--- src/hprdy_consts.svh ---
// timing counts, widths and fixed values for the host port ready handshake
// assumes a single 50 MHz clock shared by both ends
//
// Functional notes
// - host holds strobe past minimum and ready
// - host releases read only after ready
// - ready driven only while chip selected
// - host waits 325 ns after two-byte read before a read of another address
// - host waits 600/900 ns after write before a read of another address
// - other cases need only 10 ns
// - read ready low bounded by history terms
// - write ready low bounded by history terms
// - gap modes add 200 or 775 ns
// - counter low byte with widen set is two-byte
// - strobes count only while selected
// - host holds write until ready, waits
`ifndef HPRDY_CONSTS_SVH
`define HPRDY_CONSTS_SVH

`define HPRDY_CLK_MHZ 50
`define HPRDY_CYC(ns_v) (((ns_v) * `HPRDY_CLK_MHZ + 999) / 1000)
`define HPRDY_CYC_DN(ns_v) (((ns_v) * `HPRDY_CLK_MHZ) / 1000)

// least times, rounded up
`define HPRDY_RD_LOW_NS 40
`define HPRDY_WR_LOW_NS 20
`define HPRDY_GAP_NS 10
`define HPRDY_RD2_GAP_NS 325
`define HPRDY_WR1_GAP_NS 600
`define HPRDY_WR2_GAP_NS 900
// ready round trip through both synchronisers, in cycles
`define HPRDY_RDY_TRIP_CYC 4
`define HPRDY_RD_LOW_CYC `HPRDY_CYC(`HPRDY_RD_LOW_NS)
`define HPRDY_WR_LOW_CYC `HPRDY_CYC(`HPRDY_WR_LOW_NS)
`define HPRDY_GAP_CYC `HPRDY_CYC(`HPRDY_GAP_NS)
`define HPRDY_RD2_GAP_CYC `HPRDY_CYC(`HPRDY_RD2_GAP_NS)
`define HPRDY_WR1_GAP_CYC `HPRDY_CYC(`HPRDY_WR1_GAP_NS)
`define HPRDY_WR2_GAP_CYC `HPRDY_CYC(`HPRDY_WR2_GAP_NS)

// ready-low terms, rounded down
`define HPRDY_RD_BASE_NS 600
`define HPRDY_RD_RD2_NS 65
`define HPRDY_RD_WR1_NS 310
`define HPRDY_RD_WR2_NS 620
`define HPRDY_WR_RD2_NS 350
`define HPRDY_WR_WR2_NS 900
`define HPRDY_WR_WR1_NS 600
`define HPRDY_RD_BASE_CYC `HPRDY_CYC_DN(`HPRDY_RD_BASE_NS)
`define HPRDY_RD_RD2_CYC `HPRDY_CYC_DN(`HPRDY_RD_RD2_NS)
`define HPRDY_RD_WR1_CYC `HPRDY_CYC_DN(`HPRDY_RD_WR1_NS)
`define HPRDY_RD_WR2_CYC `HPRDY_CYC_DN(`HPRDY_RD_WR2_NS)
`define HPRDY_WR_RD2_CYC `HPRDY_CYC_DN(`HPRDY_WR_RD2_NS)
`define HPRDY_WR_WR2_CYC `HPRDY_CYC_DN(`HPRDY_WR_WR2_NS)
`define HPRDY_WR_WR1_CYC `HPRDY_CYC_DN(`HPRDY_WR_WR1_NS)

// gap mode extras
`define HPRDY_GAP_EVEN_NS 200
`define HPRDY_GAP_ROW_NS 775
`define HPRDY_GAP_EVEN_CYC `HPRDY_CYC(`HPRDY_GAP_EVEN_NS)
`define HPRDY_GAP_ROW_CYC `HPRDY_CYC(`HPRDY_GAP_ROW_NS)

// widths and fixed values
`define HPRDY_AW 9
`define HPRDY_DW 8
`define HPRDY_CW 7
`define HPRDY_CNT_MAX 7'h7f
`define HPRDY_DATA_RST 8'h00
`define HPRDY_CTR_LO_ADDR 9'h010
`define HPRDY_CTR_LO_NUM 8

`endif

--- src/hprdy_pkg.sv ---
// types shared by both ends of the host port ready handshake
// assumes nothing of its surroundings
package hprdy_pkg;
    typedef enum logic [1:0] {
        HPRDY_GAP_NONE = 2'b00,
        HPRDY_GAP_EVEN = 2'b01,
        HPRDY_GAP_ROW = 2'b10
    } hprdy_gap_e;
    typedef enum logic [1:0] {
        HPRDY_DEV_IDLE = 2'b00,
        HPRDY_DEV_BUSY = 2'b01,
        HPRDY_DEV_DONE = 2'b10
    } hprdy_dev_e;
    typedef enum logic [2:0] {
        HPRDY_HST_IDLE = 3'b000,
        HPRDY_HST_SEL = 3'b001,
        HPRDY_HST_STRB = 3'b010,
        HPRDY_HST_END = 3'b011,
        HPRDY_HST_GAP = 3'b100
    } hprdy_hst_e;
endpackage

--- src/hprdy_if.sv ---
// pin bundle between processor and device
// assumes the testbench resolves the ready wire from its enable
`timescale 1ns/1ps
interface hprdy_if;
    logic sel_n;
    logic rd_n;
    logic wr_n;
    logic [8:0] addr;
    logic [7:0] wdata;
    logic [7:0] rdata;
    logic rdata_oe;
    logic rdy_o;
    logic rdy_oe;
    logic rdy_i;
    modport dev (input sel_n, rd_n, wr_n, addr, wdata, rdy_i,
                 output rdata, rdata_oe, rdy_o, rdy_oe);
    modport host (output sel_n, rd_n, wr_n, addr, wdata,
                  input rdata, rdata_oe, rdy_i);
endinterface

--- src/hprdy_dev.sv ---
// device end: stretches strobes with ready, keeps access history
// assumes pins come from another domain; user side is the register store
`timescale 1ns/1ps
`include "hprdy_consts.svh"
module hprdy_dev (
    // clock and reset
    input wire logic clk,
    input wire logic rst_n,
    // pins
    hprdy_if.dev pin,
    // configuration
    input wire logic counter_wide_enable,
    input wire hprdy_pkg::hprdy_gap_e gap_mode,
    // register store side
    output logic acc_stb,
    output logic acc_wr,
    output logic [8:0] acc_addr,
    output logic [7:0] acc_wdata,
    input wire logic [7:0] acc_rdata
);
    typedef logic [6:0] hprdy_cnt_t;

    function automatic hprdy_cnt_t left(input hprdy_cnt_t lim, input hprdy_cnt_t age);
        left = (age >= lim) ? 7'h00 : hprdy_cnt_t'(lim - age);
    endfunction

    function automatic hprdy_cnt_t bump(input hprdy_cnt_t c);
        bump = (c == `HPRDY_CNT_MAX) ? c : hprdy_cnt_t'(c + 7'h01);
    endfunction

    // --------------------------------------------------------------
    // pin synchronisers
    // --------------------------------------------------------------
    logic [2:0] s1_r, s2_r, s3_r;
    logic [8:0] a1_r, a2_r;
    logic [7:0] d1_r, d2_r;
    always_ff @(posedge clk or negedge rst_n) begin
        if (!rst_n) begin
            s1_r <= 3'h7;
            s2_r <= 3'h7;
            s3_r <= 3'h7;
            a1_r <= 9'h000;
            a2_r <= 9'h000;
            d1_r <= 8'h00;
            d2_r <= 8'h00;
        end else begin
            s1_r <= {pin.sel_n, pin.rd_n, pin.wr_n};
            s2_r <= s1_r;
            s3_r <= s2_r;
            a1_r <= pin.addr;
            a2_r <= a1_r;
            d1_r <= pin.wdata;
            d2_r <= d1_r;
        end
    end
    logic sel, rd, wr, rd_fall, wr_fall, wr_rise;
    assign sel = !s2_r[2];
    assign rd = sel && !s2_r[1];
    assign wr = sel && !s2_r[0];
    assign rd_fall = rd && s3_r[1];
    assign wr_fall = wr && s3_r[0];
    assign wr_rise = sel && s2_r[0] && !s3_r[0];

    // --------------------------------------------------------------
    // handshake state and history
    // --------------------------------------------------------------
    hprdy_pkg::hprdy_dev_e st_r, st_nxt;
    hprdy_cnt_t wait_r, wait_nxt, rd2_r, rd2_nxt, wr1_r, wr1_nxt, wr2_r, wr2_nxt;
    logic [8:0] rd2a_r, rd2a_nxt, wr1a_r, wr1a_nxt, wr2a_r, wr2a_nxt, cur_r, cur_nxt;
    logic wide_r, wide_nxt, isw_r, isw_nxt;
    logic rdy_r, rdy_nxt, oe_r, oe_nxt, doe_r, doe_nxt, stb_r, stb_nxt;
    logic [7:0] rdat_r, rdat_nxt, wdat_r, wdat_nxt;
    hprdy_cnt_t extra, hold_rd, hold_wr, m1, m2, m3;
    logic two;

    always_comb begin
        unique case (gap_mode)
            hprdy_pkg::HPRDY_GAP_EVEN: extra = hprdy_cnt_t'(`HPRDY_GAP_EVEN_CYC);
            hprdy_pkg::HPRDY_GAP_ROW: extra = hprdy_cnt_t'(`HPRDY_GAP_ROW_CYC);
            default: extra = 7'h00;
        endcase
        two = counter_wide_enable && (a2_r[8:3] == 6'(`HPRDY_CTR_LO_ADDR >> 3)) && !a2_r[0];
        m1 = (rd2a_r == a2_r) ? left(hprdy_cnt_t'(`HPRDY_RD_RD2_CYC), rd2_r) : 7'h00;
        m2 = (wr1a_r == a2_r) ? left(hprdy_cnt_t'(`HPRDY_RD_WR1_CYC), wr1_r) : 7'h00;
        m3 = (wr2a_r == a2_r) ? left(hprdy_cnt_t'(`HPRDY_RD_WR2_CYC), wr2_r) : 7'h00;
        hold_rd = (m1 > m2) ? m1 : m2;
        hold_rd = (m3 > hold_rd) ? m3 : hold_rd;
        hold_rd = hprdy_cnt_t'(hold_rd + `HPRDY_RD_BASE_CYC);
        m1 = (rd2a_r == a2_r) ? left(hprdy_cnt_t'(`HPRDY_WR_RD2_CYC), rd2_r) : 7'h00;
        m2 = left(hprdy_cnt_t'(`HPRDY_WR_WR2_CYC), wr2_r);
        m3 = left(hprdy_cnt_t'(`HPRDY_WR_WR1_CYC), wr1_r);
        hold_wr = (m1 > m2) ? m1 : m2;
        hold_wr = (m3 > hold_wr) ? m3 : hold_wr;
        st_nxt = st_r;
        wait_nxt = (wait_r != 7'h00) ? hprdy_cnt_t'(wait_r - 7'h01) : 7'h00;
        rd2_nxt = bump(rd2_r);
        wr1_nxt = bump(wr1_r);
        wr2_nxt = bump(wr2_r);
        rd2a_nxt = rd2a_r;
        wr1a_nxt = wr1a_r;
        wr2a_nxt = wr2a_r;
        cur_nxt = cur_r;
        wide_nxt = wide_r;
        isw_nxt = isw_r;
        rdy_nxt = rdy_r;
        rdat_nxt = rdat_r;
        wdat_nxt = wdat_r;
        stb_nxt = 1'b0;
        oe_nxt = sel;
        doe_nxt = rd && (st_r == hprdy_pkg::HPRDY_DEV_DONE);
        unique case (st_r)
            hprdy_pkg::HPRDY_DEV_IDLE: begin
                rdy_nxt = 1'b1;
                if (rd_fall || wr_fall) begin
                    rdy_nxt = 1'b0;
                    cur_nxt = a2_r;
                    wide_nxt = two;
                    isw_nxt = wr_fall;
                    wait_nxt = hprdy_cnt_t'((wr_fall ? hold_wr : hold_rd) + extra);
                    st_nxt = hprdy_pkg::HPRDY_DEV_BUSY;
                end
            end
            hprdy_pkg::HPRDY_DEV_BUSY: begin
                if (wait_r == 7'h00) begin
                    stb_nxt = 1'b1;
                    wdat_nxt = d2_r;
                    rdat_nxt = isw_r ? rdat_r : acc_rdata;
                    st_nxt = hprdy_pkg::HPRDY_DEV_DONE;
                end
            end
            hprdy_pkg::HPRDY_DEV_DONE: begin
                rdy_nxt = 1'b1;
                if (isw_r && (wr_rise || !sel)) begin
                    if (wide_r) begin
                        wr2_nxt = 7'h00;
                        wr2a_nxt = cur_r;
                    end else begin
                        wr1_nxt = 7'h00;
                        wr1a_nxt = cur_r;
                    end
                    st_nxt = hprdy_pkg::HPRDY_DEV_IDLE;
                end else if (!isw_r && !rd) begin
                    st_nxt = hprdy_pkg::HPRDY_DEV_IDLE;
                end
                if (!isw_r && rdy_r == 1'b0 && wide_r) begin
                    rd2_nxt = 7'h00;
                    rd2a_nxt = cur_r;
                end
            end
            default: st_nxt = hprdy_pkg::HPRDY_DEV_IDLE;
        endcase
    end

    always_ff @(posedge clk or negedge rst_n) begin
        if (!rst_n) begin
            st_r <= hprdy_pkg::HPRDY_DEV_IDLE;
            wait_r <= 7'h00;
            rd2_r <= `HPRDY_CNT_MAX;
            wr1_r <= `HPRDY_CNT_MAX;
            wr2_r <= `HPRDY_CNT_MAX;
            rd2a_r <= 9'h000;
            wr1a_r <= 9'h000;
            wr2a_r <= 9'h000;
            cur_r <= 9'h000;
            wide_r <= 1'b0;
            isw_r <= 1'b0;
            rdy_r <= 1'b1;
            oe_r <= 1'b0;
            doe_r <= 1'b0;
            stb_r <= 1'b0;
            rdat_r <= `HPRDY_DATA_RST;
            wdat_r <= `HPRDY_DATA_RST;
        end else begin
            st_r <= st_nxt;
            wait_r <= wait_nxt;
            rd2_r <= rd2_nxt;
            wr1_r <= wr1_nxt;
            wr2_r <= wr2_nxt;
            rd2a_r <= rd2a_nxt;
            wr1a_r <= wr1a_nxt;
            wr2a_r <= wr2a_nxt;
            cur_r <= cur_nxt;
            wide_r <= wide_nxt;
            isw_r <= isw_nxt;
            rdy_r <= rdy_nxt;
            oe_r <= oe_nxt;
            doe_r <= doe_nxt;
            stb_r <= stb_nxt;
            rdat_r <= rdat_nxt;
            wdat_r <= wdat_nxt;
        end
    end

    assign pin.rdy_o = rdy_r;
    assign pin.rdy_oe = oe_r;
    assign pin.rdata = rdat_r;
    assign pin.rdata_oe = doe_r;
    assign acc_stb = stb_r;
    assign acc_wr = isw_r;
    assign acc_addr = cur_r;
    assign acc_wdata = wdat_r;
endmodule

--- src/flat_wrapper.sv ---
// flat-port wrapper written by rule: the top's interface ports become plain ports
module hprdy_dev_flat 
  (clk, rst_n, counter_wide_enable, gap_mode, acc_stb, acc_wr, acc_addr, acc_wdata, acc_rdata, pin_sel_n, pin_rd_n, pin_wr_n, pin_addr, pin_wdata, pin_rdy_i, pin_rdata, pin_rdata_oe, pin_rdy_o, pin_rdy_oe);
  hprdy_if pin_i ();
  input wire logic clk;
  input wire logic rst_n;
  input wire logic counter_wide_enable;
  input wire hprdy_pkg::hprdy_gap_e gap_mode;
  output logic acc_stb;
  output logic acc_wr;
  output logic [8:0] acc_addr;
  output logic [7:0] acc_wdata;
  input wire logic [7:0] acc_rdata;
  input wire logic [$bits(pin_i.sel_n)-1:0] pin_sel_n;
  input wire logic [$bits(pin_i.rd_n)-1:0] pin_rd_n;
  input wire logic [$bits(pin_i.wr_n)-1:0] pin_wr_n;
  input wire logic [$bits(pin_i.addr)-1:0] pin_addr;
  input wire logic [$bits(pin_i.wdata)-1:0] pin_wdata;
  input wire logic [$bits(pin_i.rdy_i)-1:0] pin_rdy_i;
  output wire logic [$bits(pin_i.rdata)-1:0] pin_rdata;
  output wire logic [$bits(pin_i.rdata_oe)-1:0] pin_rdata_oe;
  output wire logic [$bits(pin_i.rdy_o)-1:0] pin_rdy_o;
  output wire logic [$bits(pin_i.rdy_oe)-1:0] pin_rdy_oe;
  assign pin_i.sel_n = pin_sel_n;
  assign pin_i.rd_n = pin_rd_n;
  assign pin_i.wr_n = pin_wr_n;
  assign pin_i.addr = pin_addr;
  assign pin_i.wdata = pin_wdata;
  assign pin_i.rdy_i = pin_rdy_i;
  assign pin_rdata = pin_i.rdata;
  assign pin_rdata_oe = pin_i.rdata_oe;
  assign pin_rdy_o = pin_i.rdy_o;
  assign pin_rdy_oe = pin_i.rdy_oe;
  hprdy_dev u_core (.clk(clk), .rst_n(rst_n), .pin(pin_i), .counter_wide_enable(counter_wide_enable), .gap_mode(gap_mode), .acc_stb(acc_stb), .acc_wr(acc_wr), .acc_addr(acc_addr), .acc_wdata(acc_wdata), .acc_rdata(acc_rdata));
endmodule
--- config.mk ---
export PLATFORM = sky130hd
export DESIGN_NAME = hprdy_dev_flat
export DESIGN_NICKNAME = d
export VERILOG_FILES = /design/src/hprdy_pkg.sv /design/src/hprdy_if.sv /design/src/hprdy_dev.sv /design/src/flat_wrapper.sv
export VERILOG_INCLUDE_DIRS = /design/src /design/src/src
export SDC_FILE = /design/constraint.sdc
export NUM_CORES = 1
export LEC_CHECK = 0
export ABC_AREA = 0
export BUFFER_PORTS_ARGS = -buffer_cell sky130_fd_sc_hd__buf_2
export CORE_ASPECT_RATIO = 0.7
export CORE_UTILIZATION = 35
export DETAILED_ROUTE_END_ITERATION = 7
export MAX_ROUTING_LAYER = met4
export PLACE_DENSITY = 0.5
export SETUP_SLACK_MARGIN = 0.2
export SLEW_MARGIN = 10
export SYNTH_ARGS = -nofsm -noshare
export SYNTH_HDL_FRONTEND = slang
export SYNTH_SLANG_ARGS = --single-unit
--- constraint.sdc ---
create_clock -name clk -period 15.2 [get_ports clk]
set_clock_uncertainty 0.2 [all_clocks]
set_input_delay 2.28 -clock clk [delete_from_list [all_inputs] [get_ports clk]]
set_output_delay 2.28 -clock clk [all_outputs]
set_load 0.02 [all_outputs]
==> impl_results.md <==
* Vias at 5143
* Clock-pin slew of the registers on the worst-case setup and hold paths at 0.06 ns
* GRT Total Usage at 16.8%
* Mapped cell area at 7260 um2
* CP startpoint: u_core.a2_r[1]
* RR Endpoint: u_core.wait_r[6]
* Relative slew slack at 26.6%
* Post-synth EDFFs at 0
* Unrepaired setup endpoints after global routing: no
* CP max FO at 13
* PD cells at 172 nW/um2
* Finished Layout Cells at 1013
* Antenna fix cells at 0
* Crit Path Class: flip-flop to flip-flop
* Clk buf depth at 2
* Worst path top cell family by delay: compound AO/OA/AOI/OAI gates
* Worst-margin pin slew at 1.09 ns
* Drt first pass iters at 4
* Post-placement cell count at 981
* DRT antenna net count at 0
* Hold buffers post-CTS at 0
* Global Route met1 Usage at 24.4%
* Drt via density at 5.08
* CP Launch Type: flip-flop
* Die Ht at 122 um
* GRT overflow at 0
* Row count at 43
* Pwr Total at 1.45 mW
* Synth Register Bits at 130
* I/O pins at 64
* First DRT Iteration DRCs at 391
* Cells after Synth at 664
* Final setup violation count at 0
* Total core area at 20100 um2
* Die area at 21300 um2
* Final nets at 817
* Met3 usage at 3.93%
* Critical path endpoint category: flip-flop
* Layer carrying the most global-route usage: met1
* Vias in the first global route at 5074
* Critical Path AT at 7.90 ns
* PostCTS Resize Cnt at 0
* Port bufs at 62
* CP Depth at 26
* R2R depth at 26
* WP data required at 15.32 ns
* Initial antenna violation count at 0
* Min Tclk post-route at 7.78 ns
* Starting Density at 36.2%
* Leak at 3.80 nW
* Post-Syn Area per Cell at 10.9 um2
* Post-DR wirelength/cell at 16.1 um
* Layout cells sized above 1 at 29.2%
* Asr flop ratio synth at 100%
* Post-CTS Setup Bufs at 0
* R2R Setup Slk at 7.42 ns
* Design Area, Final at 8430 um2
* Hold Fails Final Rpt at 0
* Max IR drop VDD at 0.000101 V
* Hold WS at 0.150 ns
* Root buffer cell: clkbuf_16
* First-pass GRT wire length at 26800 um
* H-Tree Level Count at 4
* Synth unique cells at 73
* Worst setup margin at 7.42 ns
* Placer Congestion at 0.864
* CTS buffer count at 17
* Max-cap violations at 0
* End of the critical path: u_core.wait_r[6]
* Layout area overhead at 16.2%
* CTS tree: yes
* Dpl hpwl at 12000 um
* Setup TNS at 0 ns
* Main synth FF type: dfrtp_1
* Final Slew Violations at 0
* Routing usage on met2 at 23.3%
* Buffers & Inverters on Critical Path at 1
* Final design utilization at 42.0%
* Dpl ws at 7.50 ns
* Hold WC Path Type: flip-flop to flip-flop
* Synthesis Warnings at 0
* Largest net degree at the start of global routing at 67
* Post-synthesis sequential area ratio at 45.3%
* Die W at 174 um
* Routed WL at 16300 um
* Clk sinks at 130
* Fmax achieved at 0.129 GHz
* Run status: completed
* Tcrit/Tclk final at 51.2%
* DRC Markers at 0
* Worst-Skew Late Latency at 0.43 ns
* Placed instance area at 7840 um2
* CP max stage cell: o31ai_2
* Reg-to-reg startpoint: u_core.a2_r[1]
* CP max stage delay at 0.91 ns
* Most used cell along the critical path: ha_1
-- layer usage --
layer,vias to the layer above,wire (um)
met3,6,741
li1,2465,-
met2,98,6760
met4,0,91
met5,-,0
met1,2574,8740
-- flip-flops by register name (all words and copies together), names as in the netlist --
signal / count
u_core.pin.rdata_oe: 1
u_core.acc_wr: 1
u_core.a2_r: 9
u_core.pin.rdata: 8
u_core.rd2_r: 7
u_core.pin.rdy_oe: 1
u_core.acc_stb: 1
u_core.d1_r: 8
u_core.wait_r: 7
u_core.wr2a_r: 9
u_core.acc_addr: 9
u_core.a1_r: 9
u_core.st_r: 2
u_core.wr1a_r: 9
u_core.s3_r: 2
u_core.rd2a_r: 9
u_core.wr2_r: 7
u_core.wr1_r: 7
u_core.pin.rdy_o: 1
u_core.acc_wdata: 8
u_core.s2_r: 3
u_core.wide_r: 1
u_core.s1_r: 3
u_core.d2_r: 8
-- synthesized netlist by cell type, drive strengths merged (9+ instances only) --
cell type / instances / area (um2)
nand2: 42 / 158
buf: 14 / 95.1
xor2: 9 / 78.8
nor3: 15 / 91.3
nand3: 22 / 115
mux2: 53 / 601
dfrtp: 100 / 2500
xnor2: 46 / 440
ha: 52 / 651
nor2: 52 / 198
o21ai: 17 / 88.8
dfstp: 30 / 788
nor2b: 13 / 81.3
nand4: 15 / 113
inv: 36 / 135
a21oi: 33 / 169
-- cells by family (layout without fill, tap and decap cells) --
group / Yosys count / after routing / synth area share (%)
other: 2 / 5 / 0.103
xor gates and xnor gates: 55 / 55 / 7.16
DFF: 130 / 130 / 45.3
adders and majority gates: 53 / 53 / 9.24
muxes: 61 / 61 / 9.60
AOI/OAI and AO/OA: 97 / 97 / 9.50
and+or+nand+nor: 208 / 208 / 15.5
buffers and inverters: 58 / 134 / 3.59
-- power by group --
part,total (mW),leakage (nW),internal (mW),switching (mW)
sequential,0.523,1.58,0.437,0.0853
combinational,0.521,1.94,0.213,0.308
clock,0.409,0.279,0.233,0.176
total,1.45,3.80,0.883,0.570
-- worst min-delay path by stage --
stage	start	cells after the start	endpoint	slack [ns]
floorplan	u_core.a1_r[0]	0	u_core.a2_r[0]	0.13
global placement	u_core.d1_r[6]	0	u_core.d2_r[6]	0.13
detailed placement	u_core.d1_r[5]	0	u_core.d2_r[5]	0.14
CTS	u_core.d1_r[7]	0	u_core.d2_r[7]	0.15
global route	u_core.d1_r[7]	0	u_core.d2_r[7]	0.15
finish	u_core.d1_r[7]	0	u_core.d2_r[7]	0.15
-- cell usage in the layout (no fill, tap or decap), drive strengths merged, types with 9 or more instances in the layout --
cell / synthesis / layout
inv: 36 / 43
ha: 52 / 52
nand4: 15 / 15
dfstp: 30 / 30
nand2: 42 / 42
clkbuf: 8 / 17
nor2: 52 / 52
mux2: 53 / 53
xnor2: 46 / 46
nor3: 15 / 15
o21ai: 17 / 17
a21oi: 33 / 33
buf: 14 / 66
nor2b: 13 / 13
xor2: 9 / 9
nand3: 22 / 22
dfrtp: 100 / 100
-- final cells by class --
| type | instances | area (um2) |
|---|---|---|
| clock inverter | 15 | 168 |
| inverter | 36 | 135 |
| multi-input combinational | 479 | 3730 |
| clock buffer | 17 | 425 |
| tap | 270 | 338 |
| fill | 1941 | 11600 |
| sequential | 130 | 3290 |
| timing repair buffer | 66 | 343 |
Note: power is estimated with default switching activity, not from simulation.
